File: src/iad_pkg.sv
package iad_pkg;
   // pointer and memory widths
   localparam int          IAD_PTR_W      = 16;
   localparam int          IAD_DM_AW      = 12;
   localparam int          IAD_PF_AW      = 15;
   localparam int          IAD_PF_DW      = 14;
   localparam int          IAD_NUM_PTR    = 2;
   // region limits of the pointer space
   localparam logic [15:0] IAD_ABS_LAST   = 16'h0FFF;
   localparam logic [15:0] IAD_LIN_FIRST  = 16'h2000;
   localparam logic [15:0] IAD_LIN_LAST   = 16'h29AF;
   localparam int          IAD_PF_SEL_BIT = 15;
   // bank layout: 128 locations, banked ram from 0x20, 80 bytes long
   localparam int          IAD_BANK_OFS_W = 7;
   localparam int          IAD_BANK_W     = 5;
   localparam logic [11:0] IAD_GPR_BYTES  = 12'h050;
   localparam logic [6:0]  IAD_GPR_BASE   = 7'h20;
   // virtual port sits at bank offsets 0 and 1
   localparam logic [6:0]  IAD_PORT_LAST  = 7'h01;
   // values after reset and the fixed read answer
   localparam logic [15:0] IAD_PTR_RST    = 16'h0000;
   localparam logic [7:0]  IAD_READ_ZERO  = 8'h00;
   // extra instruction cycles for a flash access
   localparam int          IAD_PF_EXTRA   = 1;

   // sequencing of one access
   typedef enum logic [1:0] {IAD_IDLE, IAD_MEM, IAD_XTRA} iad_state_e;

   // which region a pointer falls in
   typedef enum logic [1:0] {IAD_RG_ABS, IAD_RG_LIN, IAD_RG_PF, IAD_RG_NONE} iad_region_e;

   // resolved physical target handed to the core
   typedef struct packed {
      logic                 is_pf;
      logic                 read_only;
      logic [IAD_PF_AW-1:0] addr;
   } iad_tgt_s;
endpackage : iad_pkg

File: src/iad_decoder.sv
`timescale 1ns/100ps
module iad_decoder
   import iad_pkg::*;
(
   // clock and reset
   input  wire logic                 i_clk,
   input  wire logic                 i_rst_n,
   // pointer byte loads from the core
   input  wire logic                 i_ptr_we,
   input  wire logic                 i_ptr_sel,
   input  wire logic                 i_ptr_hi,
   input  wire logic [7:0]           i_ptr_data,
   // virtual port access from the core
   input  wire logic                 i_acc_req,
   input  wire logic                 i_acc_wr,
   input  wire logic                 i_acc_sel,
   input  wire logic [7:0]           i_acc_wdata,
   // data memory side
   output logic      [IAD_DM_AW-1:0] o_dm_addr,
   output logic                      o_dm_rd,
   output logic                      o_dm_wr,
   output logic      [7:0]           o_dm_wdata,
   input  wire logic [7:0]           i_dm_rdata,
   // program flash side, read only
   output logic      [IAD_PF_AW-1:0] o_pf_addr,
   output logic                      o_pf_rd,
   input  wire logic [IAD_PF_DW-1:0] i_pf_rdata,
   // answer to the core
   output logic      [7:0]           o_rdata,
   output logic                      o_done,
   output logic                      o_busy,
   output iad_tgt_s                  o_target,
   output logic      [IAD_PTR_W-1:0] o_ptr0,
   output logic      [IAD_PTR_W-1:0] o_ptr1
);
   import iad_pkg::*;

   // pointer storage, one pair per pointer
   logic [IAD_PTR_W-1:0] ptr      [IAD_NUM_PTR];
   logic [IAD_PTR_W-1:0] next_ptr [IAD_NUM_PTR];

   // access sequencing state
   iad_state_e           state;
   iad_state_e           next_state;
   logic [IAD_DM_AW-1:0] next_dm_addr;
   logic                 next_dm_rd;
   logic                 next_dm_wr;
   logic [7:0]           next_dm_wdata;
   logic [IAD_PF_AW-1:0] next_pf_addr;
   logic                 next_pf_rd;
   logic [7:0]           next_rdata;
   logic                 next_done;
   logic                 next_busy;
   iad_tgt_s             next_target;

   // decode of the selected pointer
   logic [IAD_PTR_W-1:0] cur_ptr;   // pointer named by the request
   iad_region_e          region;    // region it falls in
   logic                 is_port;   // points at the virtual port itself
   logic [IAD_DM_AW-1:0] lin_addr;  // linear view translated
   logic [IAD_DM_AW-1:0] dm_target; // data address for this access

   // the translator is shared by both pointers
   iad_lin_xlate u_lin
   (
      .i_ptr     (cur_ptr),
      .o_dm_addr (lin_addr)
   );

   // region decode; flash bit checked first since it overrides all
   always_comb
   begin
      cur_ptr = ptr[i_acc_sel];
      if (cur_ptr[IAD_PF_SEL_BIT])
         region = IAD_RG_PF;
      else if (cur_ptr <= IAD_ABS_LAST)
         region = IAD_RG_ABS;
      else if (cur_ptr >= IAD_LIN_FIRST && cur_ptr <= IAD_LIN_LAST)
         region = IAD_RG_LIN;
      else
         region = IAD_RG_NONE;
      // every bank mirrors the port at its first two offsets
      is_port   = (region == IAD_RG_ABS)
                  && (cur_ptr[IAD_BANK_OFS_W-1:0] <= IAD_PORT_LAST);
      dm_target = (region == IAD_RG_LIN) ? lin_addr
                                         : cur_ptr[IAD_DM_AW-1:0];
   end

   // pointer byte loads; the core may reload between accesses
   always_comb
   begin
      for (int i = 0; i < IAD_NUM_PTR; i++)
      begin
         next_ptr[i] = ptr[i];
         if (i_ptr_we && (i_ptr_sel == 1'(i)))
         begin
            if (i_ptr_hi)
               next_ptr[i][15:8] = i_ptr_data;
            else
               next_ptr[i][7:0] = i_ptr_data;
         end
      end
   end

   // pointer registers
   always_ff @(posedge i_clk or negedge i_rst_n)
   begin
      if (!i_rst_n)
      begin
         for (int i = 0; i < IAD_NUM_PTR; i++)
            ptr[i] <= IAD_PTR_RST;
         o_ptr0 <= IAD_PTR_RST;
         o_ptr1 <= IAD_PTR_RST;
      end
      else
      begin
         for (int i = 0; i < IAD_NUM_PTR; i++)
            ptr[i] <= next_ptr[i];
         o_ptr0 <= next_ptr[0];
         o_ptr1 <= next_ptr[1];
      end
   end

   // access sequencer: strobes are single-cycle, addresses hold
   always_comb
   begin
      next_state    = state;
      next_dm_addr  = o_dm_addr;
      next_dm_rd    = 1'b0;
      next_dm_wr    = 1'b0;
      next_dm_wdata = o_dm_wdata;
      next_pf_addr  = o_pf_addr;
      next_pf_rd    = 1'b0;
      next_rdata    = o_rdata;
      next_done     = 1'b0;
      next_busy     = o_busy;
      next_target   = o_target;
      unique case (state)
         IAD_IDLE:
         begin
            // requests are only taken while idle
            if (i_acc_req)
            begin
               next_state = IAD_MEM;
               next_busy  = 1'b1;
               if (region == IAD_RG_PF)
               begin
                  next_pf_addr          = cur_ptr[IAD_PF_AW-1:0];
                  next_pf_rd            = !i_acc_wr;
                  next_target.is_pf     = 1'b1;
                  next_target.read_only = 1'b1;
                  next_target.addr      = cur_ptr[IAD_PF_AW-1:0];
               end
               else
               begin
                  // mapped data memory only; port and holes are dead
                  next_dm_addr = dm_target;
                  next_dm_rd   = !i_acc_wr && !is_port
                                 && (region != IAD_RG_NONE);
                  next_dm_wr   = i_acc_wr && !is_port
                                 && (region != IAD_RG_NONE);
                  next_dm_wdata         = i_acc_wdata;
                  next_target.is_pf     = 1'b0;
                  next_target.read_only = 1'b0;
                  next_target.addr      = IAD_PF_AW'(dm_target);
               end
            end
         end
         IAD_MEM:
         begin
            if (o_target.is_pf)
            begin
               // only the low byte of the word reaches the data path
               next_rdata = o_pf_rd ? i_pf_rdata[7:0] : IAD_READ_ZERO;
               next_state = IAD_XTRA;
            end
            else
            begin
               // no read strobe means a write, port or hole: answer zero
               next_rdata = o_dm_rd ? i_dm_rdata : IAD_READ_ZERO;
               next_state = IAD_IDLE;
               next_done  = 1'b1;
               next_busy  = 1'b0;
            end
         end
         IAD_XTRA:
         begin
            // the extra cycle only delays done; the flash byte was already taken in IAD_MEM
            next_state = IAD_IDLE;
            next_done  = 1'b1;
            next_busy  = 1'b0;
         end
      endcase
   end

   // access registers feeding every output but o_ptr0 and o_ptr1 straight
   always_ff @(posedge i_clk or negedge i_rst_n)
   begin
      if (!i_rst_n)
      begin
         state      <= IAD_IDLE;
         o_dm_addr  <= '0;
         o_dm_rd    <= 1'b0;
         o_dm_wr    <= 1'b0;
         o_dm_wdata <= 8'h00;
         o_pf_addr  <= '0;
         o_pf_rd    <= 1'b0;
         o_rdata    <= IAD_READ_ZERO;
         o_done     <= 1'b0;
         o_busy     <= 1'b0;
         o_target   <= '0;
      end
      else
      begin
         state      <= next_state;
         o_dm_addr  <= next_dm_addr;
         o_dm_rd    <= next_dm_rd;
         o_dm_wr    <= next_dm_wr;
         o_dm_wdata <= next_dm_wdata;
         o_pf_addr  <= next_pf_addr;
         o_pf_rd    <= next_pf_rd;
         o_rdata    <= next_rdata;
         o_done     <= next_done;
         o_busy     <= next_busy;
         o_target   <= next_target;
      end
   end
endmodule : iad_decoder

File: src/iad_lin_xlate.sv
`timescale 1ns/100ps
module iad_lin_xlate
   import iad_pkg::*;
(
   // linear pointer in
   input  wire logic [IAD_PTR_W-1:0] i_ptr,
   // absolute data memory address out
   output logic      [IAD_DM_AW-1:0] o_dm_addr
);
   import iad_pkg::*;

   logic [IAD_DM_AW-1:0]      lin_ofs;  // distance from start of region
   logic [IAD_DM_AW-1:0]      quot;     // bank number
   logic [IAD_DM_AW-1:0]      remd;     // byte within banked ram
   logic [IAD_BANK_OFS_W-1:0] bank_ofs; // location within the bank

   // constant divide; the region is small so the divider stays shallow
   always_comb
   begin
      lin_ofs   = IAD_DM_AW'(i_ptr - IAD_LIN_FIRST);
      quot      = lin_ofs / IAD_GPR_BYTES;
      remd      = lin_ofs % IAD_GPR_BYTES;
      bank_ofs  = IAD_BANK_OFS_W'(remd) + IAD_GPR_BASE;
      o_dm_addr = {quot[IAD_BANK_W-1:0], bank_ofs};
   end
endmodule : iad_lin_xlate

File: config.mk
export PLATFORM = sky130hd
export DESIGN_NAME = iad_decoder
export DESIGN_NICKNAME = d
export VERILOG_FILES = /design/src/iad_pkg.sv /design/src/iad_decoder.sv /design/src/iad_lin_xlate.sv
export SDC_FILE = /design/constraint.sdc
export NUM_CORES = 1
export LEC_CHECK = 0
export BUFFER_PORTS_ARGS = -buffer_cell sky130_fd_sc_hd__buf_2
export CORE_UTILIZATION = 53
export DETAILED_ROUTE_END_ITERATION = 7
export GPL_ROUTABILITY_DRIVEN = 0
export GPL_TIMING_DRIVEN = 0
export PLACE_DENSITY = 0.8
export SLEW_MARGIN = 20
export SYNTH_ARGS = -nofsm -noshare
export SYNTH_HDL_FRONTEND = slang
export SYNTH_HIERARCHICAL = 1
export SYNTH_SLANG_ARGS = --single-unit
export TNS_END_PERCENT = 30
File: constraint.sdc
create_clock -name i_clk -period 3.5 [get_ports i_clk]
set_input_delay 0 -clock i_clk [delete_from_list [all_inputs] [get_ports i_clk]]
set_output_delay 0 -clock i_clk [all_outputs]
set_load 0.02 [all_outputs]
==> results of run 1 <==
==> metrics by stage <==
step / worst slack, ns / total power [mW] / util, % / cell area (µm²) / TNS (ns)
2_1_floorplan: 0.561 / 3.48 / - / 5720 / 0
4_1_cts: 0.0134 / 5.05 / 68.5 / 7140 / 0
6_report: 0.246 / 5.10 / 68.8 / 7160 / 0
3_5_place_dp: -0.167 / 4.30 / 63.4 / 6600 / -0.167
5_1_grt: 0.0345 / 5.40 / 68.8 / 7160 / 0
3_3_place_gp: -0.0965 / 4.21 / 63.1 / 6570 / -0.0965
==> power breakdown <==
group	switching (mW)	internal, mW
registers	0.275	1.50
clock network	0.410	0.307
logic	1.63	0.978
==> metal layers <==
layer,part of all wire (%),GRT usage [%],up-vias
met5,0,0,-
met4,2.9,11.9,0
met3,7.2,5.69,47
met2,48,50.7,271
met1,42,39.6,2707
li1,-,-,2516
==> sequential cells by signal, indices dropped and copies added, names as in the netlist <==
register	count
o_target	16
o_busy	1
o_pf_addr	15
o_dm_rd	1
o_rdata	8
o_pf_rd	1
ptr	32
o_dm_addr	12
o_dm_wdata	8
o_dm_wr	1
state	2
o_done	1
==> final cells by class <==
class	instances	share of cell area, %
buffer	45	3.55
clock buffer	11	2.11
timing repair buffer	171	14.7
multi-input combinational	429	41.1
sequential	98	34.2
clock inverter	5	0.559
tap	136	2.38
inverter	26	1.36
==> what timing repair did <==
| action | CTS | global route |
|---|---|---|
| resized for setup | 0 | 5 |
| hold buffers | 34 | 0 |
| endpoints found under the hold margin | 149 | 0 |
| setup endpoints to repair | 0 | 5 |
==> how the worst max path moves through the flow <==
stage / cells past startpoint / end / start / slack, ns
floorplan: 13 / o_dm_addr[4] / ptr[27] / 0.56
global placement: 14 / o_dm_addr[4] / i_acc_sel / -0.1
detailed placement: 14 / o_dm_addr[4] / i_acc_sel / -0.17
CTS: 13 / o_dm_addr[4] / ptr[23] / 0.01
global route: 12 / o_dm_addr[4] / ptr[8] / 0.03
finish: 12 / o_dm_addr[4] / ptr[8] / 0.25
==> results.yml, run 1 <==
global_routing:
  grt_use_total_pct: 30.6
  grt_max_degree: 81
  grt_first_pass_wirelength_mm: 27.0
  grt_pass1_vias: 5355
  antenna_found_initial: 0
  grt-ovfl-total: 0
cells_and_area:
  nets: 829
  fillers: 779
  final_cell_count_no_fill: 921
  layout_common_cells: "buf_2 (146), dfrtp_1 (98), nand2_1 (93)"
  area_growth_pct: 25.2
  ff_latch_area_um2: 2450
  multiInputGateArea_um2: 2940
  final_common_cell: "buf_2"
  layout-drive-gt1-share_pct: 32.1
  antenna_cells: 0
clock_network:
  post-cts-setup-buffers: 0
  cts_max_level: 3
  path_clk_slew_ns: 0.10
  cts-root-buf: "clkbuf_8"
  cts_sinks: 98
  cts_made_buffers: 9
  clock_latency_ns: 0.38
  cts_tree: "yes"
  clk_path_buf_depth: 2
job:
  maxCapViolCount: 0
setup_path:
  path_class: "register to register"
  crit_arrival_ns: 3.52
  path_cells: "mux2i_1 > inv_1 > buf_4 > xnor2_1 > nor2_1 > a211oi_1 > o22ai_1 > mux2i_4 > xnor2_1 > a21oi_1 > o31a_1 > a22o_1"
  path_max_fanout: 10
  cp-start-kind: "register"
  crit_slowest_cell: "dfrtp_1"
  worstPathRequired_ns: 3.77
  r2r_cells: 12
  path_buf_inv: 2
  rrSetupSlack_ns: 0.25
  r2r-end: "o_dm_addr[4]"
  cpMostUsedCell: "xnor2_1"
  critical_path.max_stage_delay_ns: 0.45
  r2r-start: "ptr[8]"
  cp-end-kind: "register"
  critical-path-top-delay-family: "compound AO/OA/AOI/OAI gates"
placed_design:
  hpwl_mm: 11.8
  io_buffers: 136
  dp_cells: 871
yosys:
  syn_area_um2: 5720
  yosysWarnings: 6
  syn_area_per_cell_um2: 9.56
  syn-num-nets: 647
  syn_inst: 598
routing:
  routed_via_density: 6.02
  wl_per_cell_um: 18.3
  firstDrtPassIters: 5
  totalWireLength_mm: 16.9
  antenna_left: 0
  vias: 5541
  drt_iter0_drc: 434
  drc: 0
status:
  outcome: "finished clean"
timing:
  slew_violations: 0
  worstMarginPinSlew_ns: 0.680
  whs_ns: 0.0338
  finClkSkew_ns: 0.0151
  clock.fmax_mhz: 307
  timing.final.crit_share_pct: 93.0
  fin_crit_ns: 3.25
  setup_viol: 0
  slew_headroom_pct: 53.4
  rsz0062_at_grt: "false"
  hold_viol: 0
min_path:
  hp-class: "primary input to async pin"
power_and_ir_drop:
  peakVddDrop_mv: 0.489
  cellPowerDensity_nw_per_um2: 712
  leakagePower_nw: 3.28
floorplanning:
  fp.dieH_um: 106
  die_x_um: 106
  num_io_pins: 143
  rows: 37
  initial_utilization_pct: 54.9
  core_area_um2: 10400
  die-area_um2: 11200
(Power assumes the default switching activity.)
==> inputs of run 2 (changes only) <==
- CORE_ASPECT_RATIO: default -> 1.1
==> run 2 against run 1 <==
Effect of this change: combinational power about the same; sequential share of layout area decreased by 0.64 points; cell count increased by 0.76%; worst hold slack improved by 0.037 ns; sequential power about the same; utilization increased by 1.1 points; power increased by 7.1%; largest cell class unchanged.
==> results.yml, run 2 (synthesis gave the netlist of run 1 again) <==
clock_network:
  cts_max_level: 3
  post-cts-setup-buffers: 0
  clock_latency_ns: 0.35
  clk_path_buf_depth: 2
  cts_tree: "yes"
  cts-root-buf: "clkbuf_16"
  cts_sinks: 98
  path_clk_slew_ns: 0.08
  cts_made_buffers: 9
setup_path:
  path_cells: "nor2b_1 > a21oi_2 > inv_1 > buf_2 > clkbuf_1 > a21oi_1 > o41ai_2 > nor3b_1 > a211oi_1 > a21oi_1 > o31a_1 > a22o_1"
  cp-start-kind: "register"
  r2r_cells: 12
  crit_arrival_ns: 3.64
  path_max_fanout: 10
  cpMostUsedCell: "a21oi_1"
  critical_path.max_stage_delay_ns: 0.54
  worstPathRequired_ns: 3.73
  path_class: "register to register"
  crit_slowest_cell: "o41ai_2"
  cp-startpoint: "ptr[23]"
  rrSetupSlack_ns: 0.1
  cp-end-kind: "register"
  r2r-start: "ptr[23]"
floorplanning:
  fp.dieH_um: 111
  initial_utilization_pct: 54.8
  rows: 39
  die_x_um: 101
  die-area_um2: 11200
  core_area_um2: 10400
  num_io_pins: 143
power_and_ir_drop:
  total_power_mw: 5.46
  switchingPower_mw: 2.39
  cellPowerDensity_nw_per_um2: 748
  clkPwrFrac_pct: 19.4
  intPower_mw: 3.07
  combinationalPowerShare_pct: 48.0
  peakVddDrop_mv: 0.374
  leakagePower_nw: 3.34
  p_sw_share_pct: 43.8
  p_seq_share_pct: 32.6
cells_and_area:
  regMostFlops: "ptr"
  multiInputGateArea_um2: 2940
  reg.largest.list: "ptr: 32 flops, o_target: 16 flops, o_pf_addr: 15 flops"
  fillers: 813
  layout_common_cells: "buf_2 (146), dfrtp_1 (98), nand2_1 (93)"
  layout-drive-gt1-share_pct: 32.0
  nets: 829
  antenna_cells: 0
  final_common_cell: "buf_2"
  largest_reg_flops: 32
  ff_latch_area_um2: 2450
  area_growth_pct: 27.6
min_path:
  min_delay_path_depth: 3
  hp-class: "primary input to register"
  hp-start: "i_acc_req"
global_routing:
  grt_first_pass_wirelength_mm: 27.4
  grt_use_total_pct: 31.0
  grt_max_degree: 64
  antenna_found_initial: 0
  grt-ovfl-total: 0
  grt_pass1_vias: 5355
status:
  outcome: "finished clean"
placed_design:
  post-place-ws_ns: -0.293
  io_buffers: 136
  hpwl_mm: 11.7
job:
  maxCapViolCount: 0
routing:
  antenna_left: 0
  drc: 0
  routed_via_density: 6.01
  firstDrtPassIters: 5
  totalWireLength_mm: 17.2
  vias: 5578
  drt_iter0_drc: 292
  wl_per_cell_um: 18.5
timing:
  slew_violations: 0
  fin_crit_ns: 3.40
  worst_slack_ns: 0.0951
  worstMarginPinSlew_ns: 0.687
  clock.fmax_mhz: 294
  hold_viol: 0
  setup_viol: 0
  finClkSkew_ns: 0.0139
  rsz0062_at_grt: "false"
  slew_headroom_pct: 52.9
  timing.final.crit_share_pct: 97.3
-- run 2: timing repair --
item                                    in CTS  in global routing
pin swaps                                    0                  1
gates resized for setup                      1                  3
hold buffers                                34                  0
endpoints found under the hold margin      149                  0
endpoints found under the setup margin       1                  6
-- run 2: area by class of cell --
type / count / share of cell area [%]
buffer: 45 / 3.48
clock buffer: 10 / 3.27
clock inverter: 6 / 1.15
inverter: 26 / 1.34
multi-input combinational: 429 / 40.3
sequential: 98 / 33.6
tap: 143 / 2.45
timing repair buffer: 171 / 14.5
-- run 2: metal layers --
| layer | vias up | routed length [µm] | GRT usage, % |
|---|---|---|---|
| li1 | 2526 | - | - |
| met5 | - | 0 | 0 |
| met1 | 2728 | 7160 | 40.6 |
| met3 | 35 | 1280 | 5.17 |
| met4 | 0 | 335 | 10.7 |
| met2 | 289 | 8410 | 51.7 |
-- run 2: worst max-delay path: cells and delay by family, from the launching register on --
| kind | cells | cell delay, ns |
|---|---|---|
| buf+inv | 3 | 0.82 |
| compound gates | 7 | 1.64 |
| flops | 1 | 0.39 |
| simple gates | 2 | 0.42 |
-- run 2: path summary, 6_finish.rpt --
check | end
min in group asynchronous | o_dm_wdata[2]
max in group asynchronous | o_dm_addr[11]
setup / recovery | o_dm_addr[4]
setup reg to reg | o_dm_addr[4]
hold / removal | state[0]
hold reg to reg | o_dm_wdata[1]
-- run 2: per-stage QoR --
| stage | util (%) | instances | hold slack [ns] | TNS [ns] | area [µm²] |
|---|---|---|---|---|---|
| floorplan | - | 598 | -0.296 | 0 | 5720 |
| global placement | 63.0 | 877 | 0.196 | -0.159 | 6580 |
| detailed placement | 63.3 | 878 | -0.0851 | -0.311 | 6610 |
| CTS | 69.7 | 928 | 0.0550 | 0 | 7280 |
| global route | 69.9 | 928 | 0.0839 | 0 | 7300 |
| finish | 69.9 | 928 | 0.0712 | 0 | 7300 |
-- run 2: power by group through the flow --
stage	Combinational (mW)	Sequential (mW)	Clock [mW]
floorplan	1.30	2.18	0
global placement	2.45	1.77	0
detailed placement	2.52	1.80	0
CTS	2.57	1.77	1.06
global route	2.83	1.82	1.11
finish	2.62	1.78	1.06
